**config.mk**
```make
export PLATFORM = sky130hd
export DESIGN_NAME = cnb_top
export DESIGN_NICKNAME = d
export VERILOG_FILES = /design/src/logic/cnb_pkg.sv /design/src/logic/cnb_store_mem.sv /design/src/logic/cnb_top.sv
export SDC_FILE = /design/constraint.sdc
export NUM_CORES = 1
export LEC_CHECK = 0
export ABC_AREA = 1
export BUFFER_PORTS_ARGS = -buffer_cell sky130_fd_sc_hd__clkbuf_2
export CORE_ASPECT_RATIO = 1.75
export CORE_MARGIN = 4
export CORE_UTILIZATION = 50
export CTS_BUF_LIST = sky130_fd_sc_hd__clkbuf_2
export DETAILED_ROUTE_END_ITERATION = 16
export PLACE_DENSITY_LB_ADDON = 0.08
export SYNTH_ARGS = -nofsm -noshare
export SYNTH_HDL_FRONTEND = slang
export SYNTH_SLANG_ARGS = --single-unit
export TNS_END_PERCENT = 10
```
**constraint.sdc**
```tcl
create_clock -name CLOCK_IN -period 4 [get_ports CLOCK_IN]
set_input_delay 0.4 -clock CLOCK_IN [delete_from_list [all_inputs] [get_ports CLOCK_IN]]
set_output_delay 0.4 -clock CLOCK_IN [all_outputs]
set_load 0.02 [all_outputs]
```
**src/logic/cnb_pkg.sv**
```systemverilog
// Shared constants, carriers and helpers for the command register bank
package cnb_pkg;
   // Command codes of the register bank
   localparam logic [7:0] CMD_POWER_ENABLE = 8'h01;
   localparam logic [7:0] CMD_ENABLE_SOURCE = 8'h02;
   localparam logic [7:0] CMD_FAULT_CLEAR = 8'h03;
   localparam logic [7:0] CMD_NVM_SAVE = 8'h15;
   localparam logic [7:0] CMD_NVM_LOAD = 8'h16;
   localparam logic [7:0] CMD_SWITCH_RATE = 8'h33;
   // Field positions
   localparam int PWR_EN_BIT = 7;
   localparam int SRC_LSB = 5;
   localparam int TRIG_BIT = 0;
   localparam int STS_INVALID_BIT = 7;
   // Values after reset
   localparam logic PWR_EN_RST = 1'h0;
   localparam logic [2:0] SRC_RST = 3'h2;
   localparam logic [1:0] RATE_RST = 2'h1;
   localparam logic [6:0] ADDR_NVM_RST = 7'h10;
   localparam logic [7:0] STATUS_RST = 8'h00;
   // Enable-source codes
   typedef enum logic [2:0] {
      SRC_ALWAYS = 3'h0,
      SRC_SERIAL = 3'h1,
      SRC_PIN = 3'h2,
      SRC_BOTH = 3'h3
   } cnb_src_t;
   // Voltage-ID link command codes
   localparam logic [7:0] VID_SET_FAST = 8'h01;
   localparam logic [7:0] VID_VALUE_READ = 8'h07;
   localparam logic [7:0] VID_WORKING_POINT = 8'h09;
   // Synchroniser lanes
   localparam int SY_EN = 0;
   localparam int SY_OK = 1;
   localparam int SY_LATCH = 2;
   localparam int SY_FLT = 3;
   localparam int SYNC_W = 10;
   // User-store items
   localparam int MEM_DEPTH = 4;
   localparam logic [1:0] ITEM_SRC = 2'h0;
   localparam logic [1:0] ITEM_RATE = 2'h1;
   localparam logic [1:0] ITEM_ADDR = 2'h2;
   localparam logic [31:0] MEM_INIT = {8'h00, 1'h0, ADDR_NVM_RST,
      6'h00, RATE_RST, 5'h00, SRC_RST};
   // Timing at the 200 MHz core clock
   localparam int CLK_MHZ = 200;
   localparam int CLK_KHZ = CLK_MHZ * 1000;
   localparam int STORE_TIME_MS = 150;
   localparam int STORE_CYCLES = STORE_TIME_MS * CLK_KHZ;
   localparam int LOAD_TIME_US = 10;
   localparam int LOAD_CYCLES = LOAD_TIME_US * CLK_MHZ;
   localparam int BUSY_W = 25;
   localparam int RATE_KHZ_0 = 600;
   localparam int RATE_KHZ_1 = 800;
   localparam int RATE_KHZ_2 = 1000;
   localparam int RATE_KHZ_3 = 1200;
   // Sequencer phases
   typedef enum logic [2:0] {
      PH_IDLE = 3'h0,
      PH_SAVE = 3'h1,
      PH_SAVE_WAIT = 3'h2,
      PH_LOAD = 3'h3,
      PH_LOAD_WAIT = 3'h4
   } cnb_phase_t;
   // Decoded serial frame and its answer
   typedef struct packed {
      logic valid;
      logic write;
      logic has_data;
      logic [7:0] code;
      logic [7:0] data;
   } cnb_req_t;
   typedef struct packed {
      logic done;
      logic ack;
      logic [7:0] data;
   } cnb_rsp_t;
   typedef struct packed {
      logic valid;
      logic [7:0] code;
   } cnb_vid_req_t;
   typedef struct packed {
      logic accept;
      logic reject;
   } cnb_vid_rsp_t;
   // Switching period in core cycles, rounded down
   function automatic logic [8:0] rate_period(input logic [1:0] code);
      case (code)
         2'h0: rate_period = 9'(CLK_KHZ / RATE_KHZ_0);
         2'h1: rate_period = 9'(CLK_KHZ / RATE_KHZ_1);
         2'h2: rate_period = 9'(CLK_KHZ / RATE_KHZ_2);
         default: rate_period = 9'(CLK_KHZ / RATE_KHZ_3);
      endcase
   endfunction
endpackage

```
**src/logic/cnb_store_mem.sv**
```systemverilog
// Small user store memory holding the saved settings
`timescale 1ns/10ps
module cnb_store_mem
   import cnb_pkg::*;
(
   input wire logic clk_in,
   input wire logic rst_in,
   input wire logic we_in,
   input wire logic [1:0] waddr_in,
   input wire logic [7:0] wdata_in,
   input wire logic [1:0] raddr_in,
   output logic [7:0] rdata_out
);
   typedef struct packed {
      logic [MEM_DEPTH-1:0][7:0] words;
      logic [7:0] rdata;
   } cnb_mem_t;

   cnb_mem_t st_ff;
   cnb_mem_t nxt_st;

   // Write port plus registered read, one word per cycle
   always_comb begin
      nxt_st = st_ff;
      if (we_in) begin
         nxt_st.words[waddr_in] = wdata_in;
      end
      nxt_st.rdata = st_ff.words[raddr_in];
   end

   // Power-on reset stands in for the factory content
   always_ff @(posedge clk_in) begin
      if (rst_in) begin
         st_ff.words <= MEM_INIT;
         st_ff.rdata <= 8'h00;
      end else begin
         st_ff <= nxt_st;
      end
   end

   assign rdata_out = st_ff.rdata;
endmodule // cnb_store_mem

```
**src/logic/cnb_top.sv**
```systemverilog
// Command register bank: conversion enable, faults, user store, rate
// Summary of operation
// - Accept link codes 01h-07h and 09h
// - Bit 7 of 01h requests conversion
// - Reserved bits always read as zero
// - Bits 7:5 of 02h choose turn-on source
// - Code 011b needs pin and bit both
// - Codes 100b-111b acknowledged, state unchanged
// - Bad source code flags invalid data
// - Send-byte 03h clears all status bits
// - Clearing never restarts latched-off converter
// - Live fault sets its bit again
// - Bit 0 triggers action, self-clearing
// - 15h copies settings into user store
// - Commands ignored while store runs
// - 16h loads stored settings, address too
// - All frames NACKed while restore runs
// - Restore while switching is NACKed, ACKed if store runs
// - 33h selects switching frequency
// - Codes 0-3 give 0.6-1.2 MHz
`timescale 1ns/10ps
module cnb_top
   import cnb_pkg::*;
#(
   parameter int STORE_HOLD_CYCLES = STORE_CYCLES
) (
   input wire logic CLOCK_IN,
   input wire logic RST_IN,
   input wire cnb_req_t CMD_REQ_IN,
   output cnb_rsp_t CMD_RSP_OUT,
   input wire cnb_vid_req_t VID_REQ_IN,
   output cnb_vid_rsp_t VID_RSP_OUT,
   input wire logic EN_PIN_IN,
   input wire logic SUPPLY_OK_IN,
   input wire logic FAULT_LATCHED_IN,
   input wire logic [6:0] FAULT_ACTIVE_IN,
   input wire logic [6:0] ADDR_STRAP_IN,
   output logic CONV_RUN_OUT,
   output logic SW_TICK_OUT,
   output logic [1:0] RATE_CODE_OUT,
   output logic [7:0] STATUS_OUT,
   output logic [6:0] BUS_ADDR_OUT,
   output logic NVM_BUSY_OUT
);
   localparam logic [BUSY_W-1:0] STORE_LAST =
      BUSY_W'(STORE_HOLD_CYCLES - 1);
   localparam logic [BUSY_W-1:0] LOAD_LAST = BUSY_W'(LOAD_CYCLES - 1);

   typedef struct packed {
      logic [SYNC_W-1:0] s1;
      logic [SYNC_W-1:0] s2;
      logic [SYNC_W-1:0] s3;
      logic [SYNC_W-1:0] flt;
      logic run_en;
      logic [2:0] src;
      logic [1:0] rate;
      logic [6:0] addr;
      logic addr_caught;
      logic [7:0] status;
      logic conv_run;
      cnb_phase_t phase;
      logic busy;
      logic [1:0] item;
      logic rd_pend;
      logic [1:0] rd_item;
      logic [BUSY_W-1:0] wait_cnt;
      logic [8:0] sw_cnt;
      logic sw_tick;
      cnb_rsp_t rsp;
      cnb_vid_rsp_t vid;
   } cnb_state_t;

   cnb_state_t st_ff;
   cnb_state_t nxt_st;

   logic [SYNC_W-1:0] pin_vec;
   logic run_req;
   logic inv_set;
   logic clr_all;
   logic mem_we;
   logic [1:0] mem_waddr;
   logic [7:0] mem_wdata;
   logic [1:0] mem_raddr;
   logic [7:0] mem_rdata;

   // trigger bit test
   // A data-less send-byte counts as writing a one
   function automatic logic trig_hit(input cnb_req_t r);
      trig_hit = !r.has_data || r.data[TRIG_BIT];
   endfunction

   function automatic logic vid_ok(input logic [7:0] code);
      vid_ok = (code >= VID_SET_FAST && code <= VID_VALUE_READ) ||
         (code == VID_WORKING_POINT);
   endfunction

   // Pins and fault lines from outside this clock domain
   assign pin_vec = {FAULT_ACTIVE_IN, FAULT_LATCHED_IN,
      SUPPLY_OK_IN, EN_PIN_IN};

   // Next-state logic for the whole bank
   always_comb begin
      nxt_st = st_ff;
      run_req = 1'b0;
      inv_set = 1'b0;
      clr_all = 1'b0;
      mem_we = 1'b0;
      mem_waddr = ITEM_SRC;
      mem_wdata = 8'h00;
      mem_raddr = ITEM_SRC;

      // Three-stage synchroniser, lane changes once stages 2 and 3 agree
      nxt_st.s1 = pin_vec;
      nxt_st.s2 = st_ff.s1;
      nxt_st.s3 = st_ff.s2;
      for (int i = 0; i < SYNC_W; i++) begin
         if (st_ff.s2[i] == st_ff.s3[i]) begin
            nxt_st.flt[i] = st_ff.s3[i];
         end
      end

      // Strap address is caught once, the cycle after reset release
      if (!st_ff.addr_caught) begin
         nxt_st.addr = ADDR_STRAP_IN;
         nxt_st.addr_caught = 1'b1;
      end

      // Answers are one-cycle pulses
      nxt_st.rsp = '0;
      nxt_st.vid = '0;

      if (VID_REQ_IN.valid) begin
         nxt_st.vid.accept = vid_ok(VID_REQ_IN.code);
         nxt_st.vid.reject = !vid_ok(VID_REQ_IN.code);
      end

      // Serial frame decode
      if (CMD_REQ_IN.valid) begin
         nxt_st.rsp.done = 1'b1;
         if (st_ff.phase == PH_LOAD || st_ff.phase == PH_LOAD_WAIT) begin
            nxt_st.rsp.ack = 1'b0;
         // store ignores frames
         // Acknowledged on the wire but without any effect
         end else if (st_ff.phase != PH_IDLE) begin
            nxt_st.rsp.ack = 1'b1;
         end else begin
            case (CMD_REQ_IN.code)
               CMD_POWER_ENABLE: begin
                  nxt_st.rsp.ack = !CMD_REQ_IN.write ||
                     CMD_REQ_IN.has_data;
                  if (CMD_REQ_IN.write && CMD_REQ_IN.has_data) begin
                     nxt_st.run_en = CMD_REQ_IN.data[PWR_EN_BIT];
                  end
                  if (!CMD_REQ_IN.write) begin
                     nxt_st.rsp.data = {st_ff.run_en, 7'h00};
                  end
               end
               CMD_ENABLE_SOURCE: begin
                  nxt_st.rsp.ack = !CMD_REQ_IN.write ||
                     CMD_REQ_IN.has_data;
                  if (CMD_REQ_IN.write && CMD_REQ_IN.has_data) begin
                     if (CMD_REQ_IN.data[PWR_EN_BIT]) begin
                        inv_set = 1'b1;
                     end else begin
                        nxt_st.src = CMD_REQ_IN.data[PWR_EN_BIT:SRC_LSB];
                     end
                  end
                  if (!CMD_REQ_IN.write) begin
                     nxt_st.rsp.data = {st_ff.src, 5'h00};
                  end
               end
               CMD_FAULT_CLEAR: begin
                  nxt_st.rsp.ack = CMD_REQ_IN.write;
                  if (CMD_REQ_IN.write && trig_hit(CMD_REQ_IN)) begin
                     clr_all = 1'b1;
                  end
               end
               CMD_NVM_SAVE: begin
                  nxt_st.rsp.ack = CMD_REQ_IN.write;
                  if (CMD_REQ_IN.write && trig_hit(CMD_REQ_IN)) begin
                     nxt_st.phase = PH_SAVE;
                     nxt_st.item = ITEM_SRC;
                  end
               end
               CMD_NVM_LOAD: begin
                  nxt_st.rsp.ack = CMD_REQ_IN.write && !st_ff.conv_run;
                  if (CMD_REQ_IN.write && !st_ff.conv_run &&
                        trig_hit(CMD_REQ_IN)) begin
                     nxt_st.phase = PH_LOAD;
                     nxt_st.item = ITEM_SRC;
                  end
               end
               CMD_SWITCH_RATE: begin
                  nxt_st.rsp.ack = !CMD_REQ_IN.write ||
                     CMD_REQ_IN.has_data;
                  if (CMD_REQ_IN.write && CMD_REQ_IN.has_data) begin
                     nxt_st.rate = CMD_REQ_IN.data[1:0];
                  end
                  if (!CMD_REQ_IN.write) begin
                     nxt_st.rsp.data = {6'h00, st_ff.rate};
                  end
               end
               default: begin
                  nxt_st.rsp.ack = 1'b0;
               end
            endcase
         end
      end

      // Apply a word read from the user store the cycle before
      if (st_ff.rd_pend) begin
         nxt_st.rd_pend = 1'b0;
         case (st_ff.rd_item)
            ITEM_SRC: nxt_st.src = mem_rdata[2:0];
            ITEM_RATE: nxt_st.rate = mem_rdata[1:0];
            default: nxt_st.addr = mem_rdata[6:0];
         endcase
      end

      // User store sequencer, one item per cycle then a hold time
      case (st_ff.phase)
         PH_IDLE: begin
            nxt_st.wait_cnt = '0;
         end
         PH_SAVE: begin
            mem_we = 1'b1;
            mem_waddr = st_ff.item;
            case (st_ff.item)
               ITEM_SRC: mem_wdata = {5'h00, st_ff.src};
               ITEM_RATE: mem_wdata = {6'h00, st_ff.rate};
               default: mem_wdata = {1'b0, st_ff.addr};
            endcase
            nxt_st.item = st_ff.item + 2'h1;
            if (st_ff.item == ITEM_ADDR) begin
               nxt_st.phase = PH_SAVE_WAIT;
            end
         end
         PH_SAVE_WAIT: begin
            nxt_st.wait_cnt = st_ff.wait_cnt + 1'b1;
            if (st_ff.wait_cnt >= STORE_LAST) begin
               nxt_st.phase = PH_IDLE;
            end
         end
         PH_LOAD: begin
            mem_raddr = st_ff.item;
            nxt_st.rd_pend = 1'b1;
            nxt_st.rd_item = st_ff.item;
            nxt_st.item = st_ff.item + 2'h1;
            if (st_ff.item == ITEM_ADDR) begin
               nxt_st.phase = PH_LOAD_WAIT;
            end
         end
         PH_LOAD_WAIT: begin
            nxt_st.wait_cnt = st_ff.wait_cnt + 1'b1;
            if (st_ff.wait_cnt >= LOAD_LAST) begin
               nxt_st.phase = PH_IDLE;
            end
         end
         default: begin
            nxt_st.phase = PH_IDLE;
         end
      endcase

      // Busy flag kept in a flop so the output needs no decode
      nxt_st.busy = (nxt_st.phase != PH_IDLE);

      case (st_ff.src)
         SRC_ALWAYS: run_req = 1'b1;
         SRC_SERIAL: run_req = st_ff.run_en;
         SRC_PIN: run_req = st_ff.flt[SY_EN];
         // both must request
         // Either side dropping its request stops conversion
         SRC_BOTH: run_req = st_ff.run_en & st_ff.flt[SY_EN];
         default: run_req = 1'b0;
      endcase

      // latch-off holds
      // Status clearing never touches the latch, only its own input does
      nxt_st.conv_run = run_req & st_ff.flt[SY_OK] &
         !st_ff.flt[SY_LATCH];

      // live fault resets
      // The set term is ORed after the clear so a fault is never lost
      nxt_st.status = clr_all ? STATUS_RST : st_ff.status;
      nxt_st.status[6:0] = nxt_st.status[6:0] | st_ff.flt[SYNC_W-1:SY_FLT];
      if (inv_set) begin
         nxt_st.status[STS_INVALID_BIT] = 1'b1;
      end

      // switching period tick
      // A rate change takes effect at the next period boundary at latest
      nxt_st.sw_tick = 1'b0;
      if (!st_ff.conv_run) begin
         nxt_st.sw_cnt = 9'h000;
      end else if (st_ff.sw_cnt >= rate_period(st_ff.rate) - 9'h001) begin
         nxt_st.sw_cnt = 9'h000;
         nxt_st.sw_tick = 1'b1;
      end else begin
         nxt_st.sw_cnt = st_ff.sw_cnt + 9'h001;
      end
   end

   // State register, synchronous reset
   always_ff @(posedge CLOCK_IN) begin
      if (RST_IN) begin
         st_ff <= '0;
         st_ff.run_en <= PWR_EN_RST;
         st_ff.src <= SRC_RST;
         st_ff.rate <= RATE_RST;
         st_ff.status <= STATUS_RST;
         st_ff.phase <= PH_IDLE;
      end else begin
         st_ff <= nxt_st;
      end
   end

   // User store items live in their own memory
   cnb_store_mem u_store (
      .clk_in(CLOCK_IN),
      .rst_in(RST_IN),
      .we_in(mem_we),
      .waddr_in(mem_waddr),
      .wdata_in(mem_wdata),
      .raddr_in(mem_raddr),
      .rdata_out(mem_rdata)
   );

   // Outputs straight from the state register
   assign CMD_RSP_OUT = st_ff.rsp;
   assign VID_RSP_OUT = st_ff.vid;
   assign CONV_RUN_OUT = st_ff.conv_run;
   assign SW_TICK_OUT = st_ff.sw_tick;
   assign RATE_CODE_OUT = st_ff.rate;
   assign STATUS_OUT = st_ff.status;
   assign BUS_ADDR_OUT = st_ff.addr;
   assign NVM_BUSY_OUT = st_ff.busy;
endmodule // cnb_top

```
After elaboration in Yosys (flattened, before gate mapping)
Index checks and enable logic that the tools add are counted.
{ "word_totals": {"rom_bits": 0, "elab_cells": 201, "latchBits": 0, "mem_bits_rw": 0, "memories": 0, "ff_bits": 158} }
{ "op_classes": {"magnitude_cmp": 8, "div_mod_pow": 0, "shift": 0, "addsub": 4, "muxes": 70, "n_mul": 0, "reduce_logical": 38, "bitwise": 9, "eq_ne": 33} }
{ "ops": {"columns": ["op", "n"], "rows": [
  ["8-bit two-way mux", 7],
  ["25-bit case mux with 2 select lines", 1],
  ["3-bit two-way mux", 14],
  ["32-bit bitwise mux", 1],
  ["9-bit case mux with 3 select lines", 1],
  ["25-bit by 1-bit adder with 25-bit output, second input constant", 1],
  ["25-bit by 11-bit >= comparator with 1-bit output, second input constant", 1],
  ["25-bit >= comparator, second input constant", 1],
  ["2-bit two-way mux", 12],
  ["8-bit case mux with 3 select lines", 1],
  ["7-bit two-way mux", 3],
  ["8-bit binary-select mux with 2-bit select", 1],
  ["8-bit demux with 2-bit select", 1],
  ["8-bit by 2-bit == test with 1-bit output, second input constant", 2],
  ["8-bit by 5-bit == test with 1-bit output, second input constant", 2],
  ["1-bit two-way mux", 16],
  ["5-bit two-way mux", 3],
  ["3-bit case mux with 5 select lines", 1],
  ["7-bit case mux with 2 select lines", 1],
  ["3-bit by 2-bit == test with 1-bit output, second input constant", 4],
  ["12-bit two-way mux", 1],
  ["2-bit OR reduction", 6],
  ["1-bit == test", 10],
  ["10-bit two-way mux", 1],
  ["other kinds (36)", 70]
]} }

Depth between registers and ports, before layout
{ "logic_depth": {"word_depth": 11, "depth_mapped": 12, "mapped_depth_nobuf": 12} }

Cells and area by module
A second synthesis with hierarchy kept.
{ "hier_totals": {"cells_unflattened": 1048, "area_unflattened_um2": 7445.9} }
{ "by_module_without_submodules": {"columns": ["module", "cells_per_inst", "n_inst", "area_per_inst_um2", "seq_area_each_um2"], "rows": [
  ["cnb_top", 787, 1, 5681.7, 2322.2],
  ["cnb_store_mem", 261, 1, 1764.2, 800.8]
]} }

Worst setup path after synthesis
OpenSTA, ideal clock, no wires.
{ "synth_path": {"kind": "flip-flop to flip-flop", "from": "reg st_ff (netlist bit RATE_CODE_OUT[1])", "to": "reg st_ff (netlist bit SW_TICK_OUT)", "n_path_buf": 0, "stages_incl_launch_ff": 10, "arrival_ps": 1684, "setup_slack_ps": 2257, "required_time_ps": 3941, "cell_sequence": "dfxtp_1 nor2_1 inv_1 ha_1 inv_1 nor3_1 nand2_1 o2111ai_2 nand3_1 inv_1"} }
{ "synth_via": {"elab_chain_cells": 6, "word_cells_on_any_way": 8} }
{ "synth_rtl": {"columns": ["item", "line", "text"], "rows": [
  ["start, declared", "cnb_top.sv:73", "cnb_state_t st_ff;"],
  ["start signal, assigned", "cnb_top.sv:313", "st_ff <= nxt_st;"],
  ["2-bit == test (tied with other cells)", "cnb_pkg.sv:88", "case (code)"],
  ["9-bit case mux with 3 select lines (*)", "cnb_pkg.sv:88", null],
  ["9-bit two-way mux (*)", "cnb_top.sv:293", "if (!st_ff.conv_run) begin"],
  ["9-bit by 1-bit subtractor with 9-bit output (*)", "cnb_top.sv:295", "end else if (st_ff.sw_cnt >= rate_period(st_ff.rate) - 9'h001) begin"],
  ["9-bit >= comparator (*)", "cnb_top.sv:295", null],
  ["1-bit two-way mux (*)", "cnb_top.sv:295", null]
]} }
Every way passes the cells marked *; elsewhere a longest branch is shown, timed or not. The select of a mux whose other input is x is not followed.
A chain may end at the register's enable or synchronous reset.

Worst setup path after layout
{ "layout_path": {"from": "reg st_ff[50] in the netlist's numbering", "to": "reg u_store.st_ff[21] in the netlist's numbering"} }
{ "layout_via": {"elab_chain_cells": 6, "word_cells_on_any_way": 11} }
{ "layout_rtl": {"columns": ["item", "line", "text"], "rows": [
  ["2-bit two-way mux", "cnb_top.sv:221", "case (st_ff.phase)"],
  ["2-bit by 3-bit less-than comparator with 1-bit output (not written as such) / 2-bit by 1-bit >= comparator with 1-bit output (equally long branches)", "cnb_store_mem.sv:26", "nxt_st.words[waddr_in] = wdata_in;"],
  ["1-bit logical AND (not written as such)", "cnb_store_mem.sv:26", null],
  ["8-bit two-way mux (not written as such)", "cnb_store_mem.sv:26", null],
  ["8-bit demux with 2-bit select", null, null],
  ["32-bit bitwise mux (*)", "cnb_store_mem.sv:26", null],
  ["end signal, assigned", "cnb_store_mem.sv:37", "st_ff <= nxt_st;"],
  ["end, declared", "cnb_store_mem.sv:19", "cnb_mem_t st_ff;"]
]} }
Every way passes the cells marked *; elsewhere a longest branch is shown, timed or not.

==> flow_metrics.py <==
metrics = {
    "run": {
        "drv_cap": 0,
    },
    "placement": {
        "gp_congestion": 0.929,
        "post-place-ws_ns": 1.66,
        "port_buffers": 72,
        "hpwl_mm": 12.5,
        "placed_cells": 1159,
    },
    "power": {
        "p_int_uw": 1810,
        "p_seq_frac": 0.596,
        "power.density_nw_per_um2": 331,
        "combinationalPowerShare": 0.062,
        "swShare": 0.303,
        "finalPower_uw": 2600,
        "ir_worst_vdd_v": 0.000230,
        "p_leak_uw": 0.00321,
        "switching_power_uw": 785,
        "clkPwrFrac": 0.342,
    },
    "floorplan": {
        "core_area_um2": 13800,
        "num_rows": 57,
        "fp.dieArea_um2": 16100,
        "initial_core_util": 0.508,
        "io_pins": 79,
        "die_y_um": 165,
        "die_x_um": 97.6,
    },
    "timing": {
        "fin_crit_ns": 2.28,
        "setup_violations": 0,
        "skew_ns": 0.0423,
        "rsz0062_at_grt": "false",
        "tns_ns": 0,
        "final-hold-violation-count": 0,
        "finalMaxSlewViolations": 0,
        "worst_slack_ns": 1.72,
        "relSlewSlack": 0.546,
        "post-route-period-util": 0.570,
        "max_freq_mhz": 438,
        "worstMarginPinSlew_ns": 0.680,
    },
    "global_routing": {
        "grt_usage": 0.219,
        "grt_first_pass_wirelength_mm": 28.7,
        "overflow": 0,
        "grt_antenna_before_repair": 1,
        "grt_max_degree": 51,
        "grt_pass1_vias": 6219,
    },
    "routing": {
        "detail-route-antenna-nets": 0,
        "drc_errors": 0,
        "viasPerCell": 5.14,
        "dr_total_vias": 6276,
        "routed_wl_mm": 17.3,
        "wl_per_cell_um": 14.1,
        "drt_iter0_markers": 226,
        "dr.pass1.iters": 5,
    },
    "clock_network": {
        "cts_hold_buffers": 29,
        "numCtsBuffers": 17,
        "post_cts_buffers": 0,
        "root_buffer": "clkbuf_2",
        "cts_buffer_depth": 2,
        "cts_resized": 0,
        "path_clk_slew_ns": 0.26,
        "worstSkewPairLatency_ns": 0.71,
        "cts.sinks": 151,
        "cts_htree_levels": 4,
        "cts_tree": "built",
    },
    "logic_synthesis": {
        "synth.distinct_cells": 45,
        "yosys-top-cells-count": "nand2_1 (164), dfxtp_1 (151), inv_1 (126), nor2_1 (126), a21oi_1 (79)",
        "ys_seq_area_frac": 0.430,
        "synth_top_area_share": 0.430,
        "synth_async_sr_flop_share": 0,
        "synth_area_leaders": "dfxtp_1 (43%), nand2_1 (8.8%), inv_1 (6.7%)",
        "synth_seq_cells": 151,
        "synth_area_leader_cell": "dfxtp_1",
        "syn_inst": 961,
        "synth_edf_count": 0,
        "synth_most_common_cell": "nand2_1",
        "syn-cell-area_um2": 7030,
        "avgSynthCellArea_um2": 7.31,
        "yosys_warnings": 0,
        "synthFlopType": "dfxtp_1",
    },
    "status": {
        "status": "completed",
    },
    "critical_path": {
        "crit_arrival_ns": 2.94,
        "crit_path_end_kind": "flip-flop",
        "crit_end": "u_store.st_ff[21]",
        "startpoint_type": "flip-flop",
        "crit_type": "reg -> reg",
        "cp_max_fo": 13,
        "reg2reg_from": "st_ff[50]",
        "rr_endpoint": "u_store.st_ff[21]",
        "worstRegToRegCells": 7,
        "ff2ff_setup_slack_ns": 1.72,
        "crit_start": "st_ff[50]",
        "worstPathRequired_ns": 4.66,
    },
    "finish": {
        "areaGrowthSynthToFinish_pct": 11.7,
        "final_cells": 1222,
        "drive_gt1_frac": 0.134,
        "fillers": 1419,
        "nNetsFinal": 1092,
    },
    "min_path": {
        "hp-class": "in -> reg",
    },
}
registers in the layout (all words and copies together), names as in the netlist:
signal             cells
BUS_ADDR_OUT           7
CMD_RSP_OUT            7
CONV_RUN_OUT           1
NVM_BUSY_OUT           1
RATE_CODE_OUT          2
STATUS_OUT             8
SW_TICK_OUT            1
VID_RSP_OUT            2
nxt_st                20
st_ff                 67
u_store.rdata_out      7
u_store.st_ff         28
worst min-delay path by stage:
stage / cells past startpoint / startpoint / endpoint / slack (ns)
finish: 5 / CMD_REQ_IN[5] / st_ff[75] / 0.07
global route: 5 / CMD_REQ_IN[12] / CMD_RSP_OUT[1] / 0.02
CTS: 3 / CMD_REQ_IN[16] / CMD_RSP_OUT[8] / 0.01
detailed placement: 2 / nxt_st[102] / nxt_st[92] / 0.39
global placement: 2 / nxt_st[101] / nxt_st[91] / 0.39
floorplan: 2 / nxt_st[99] / nxt_st[89] / 0.39
stage by stage:
step                 util  hold WS [ns]  cell area, um^2
floorplan               -         0.388             7040
global placement    0.527         0.390             7290
detailed placement  0.527         0.395             7290
CTS                 0.567        0.0140             7840
global route        0.567        0.0234             7850
finish              0.567        0.0710             7850
area by class of cell:
| type | count | area (um^2) | share of cell area |
|---|---|---|---|
| Antenna cell | 1 | 2.50 | 0.000319 |
| Clock buffer | 17 | 85.1 | 0.0108 |
| Clock inverter | 15 | 176 | 0.0225 |
| Inverter | 135 | 507 | 0.0645 |
| Multi-Input combinational cell | 622 | 3160 | 0.403 |
| Sequential cell | 151 | 3020 | 0.385 |
| Tap cell | 177 | 221 | 0.0282 |
| Timing Repair Buffer | 104 | 676 | 0.0861 |
power groups by stage:
stage               registers (uW)  clock network, uW  logic (uW)
floorplan                     1570                  0         102
finish                        1550                887         162
global route                  1550                982         182
detailed placement            1570                  0         140
CTS                           1550                921         162
global placement              1570                  0         139
critical path, stage by stage, from the launching register on:
cell and delay (ns):
dfxtp_1 0.67, inv_1 0.19, ha_1 0.25, nor2_1 0.49
nand2_1 0.23, nor2_1 0.18, o21ai_0 0.10, a21oi_1 0.14
cells by family (layout without fill, tap and decap cells):
family / count (synthesis) / count (layout) / synth area share
xor+xnor: 6 / 6 / 0.00748
fa+ha+maj: 14 / 14 / 0.0249
other cells: 1 / 4 / 0.000534
compound gates: 202 / 202 / 0.164
flops: 151 / 151 / 0.430
simple gates: 397 / 397 / 0.252
buf+inv: 190 / 271 / 0.121
placed cells by master (no fill, tap or decap), types with 13 or more instances in the layout:
master and instances:
a211oi_1 13, a21oi_1 79, clkbuf_2 89, dfxtp_1 151, dlygate4sd3_1 30, ha_1 14, inv_1 126, nand2_1 164
nand3_1 43, nand4_1 13, nor2_1 126, nor3_1 23, o21ai_0 62
layer usage:
| metal | track usage | vias up | wire [um] |
|---|---|---|---|
| li1 | - | 3243 | - |
| met1 | 0.227 | 2864 | 6720 |
| met2 | 0.425 | 130 | 9430 |
| met3 | 0.0363 | 39 | 545 |
| met4 | 0.100 | 0 | 555 |
| met5 | 0 | - | 0 |
(Power assumes the default switching activity.)
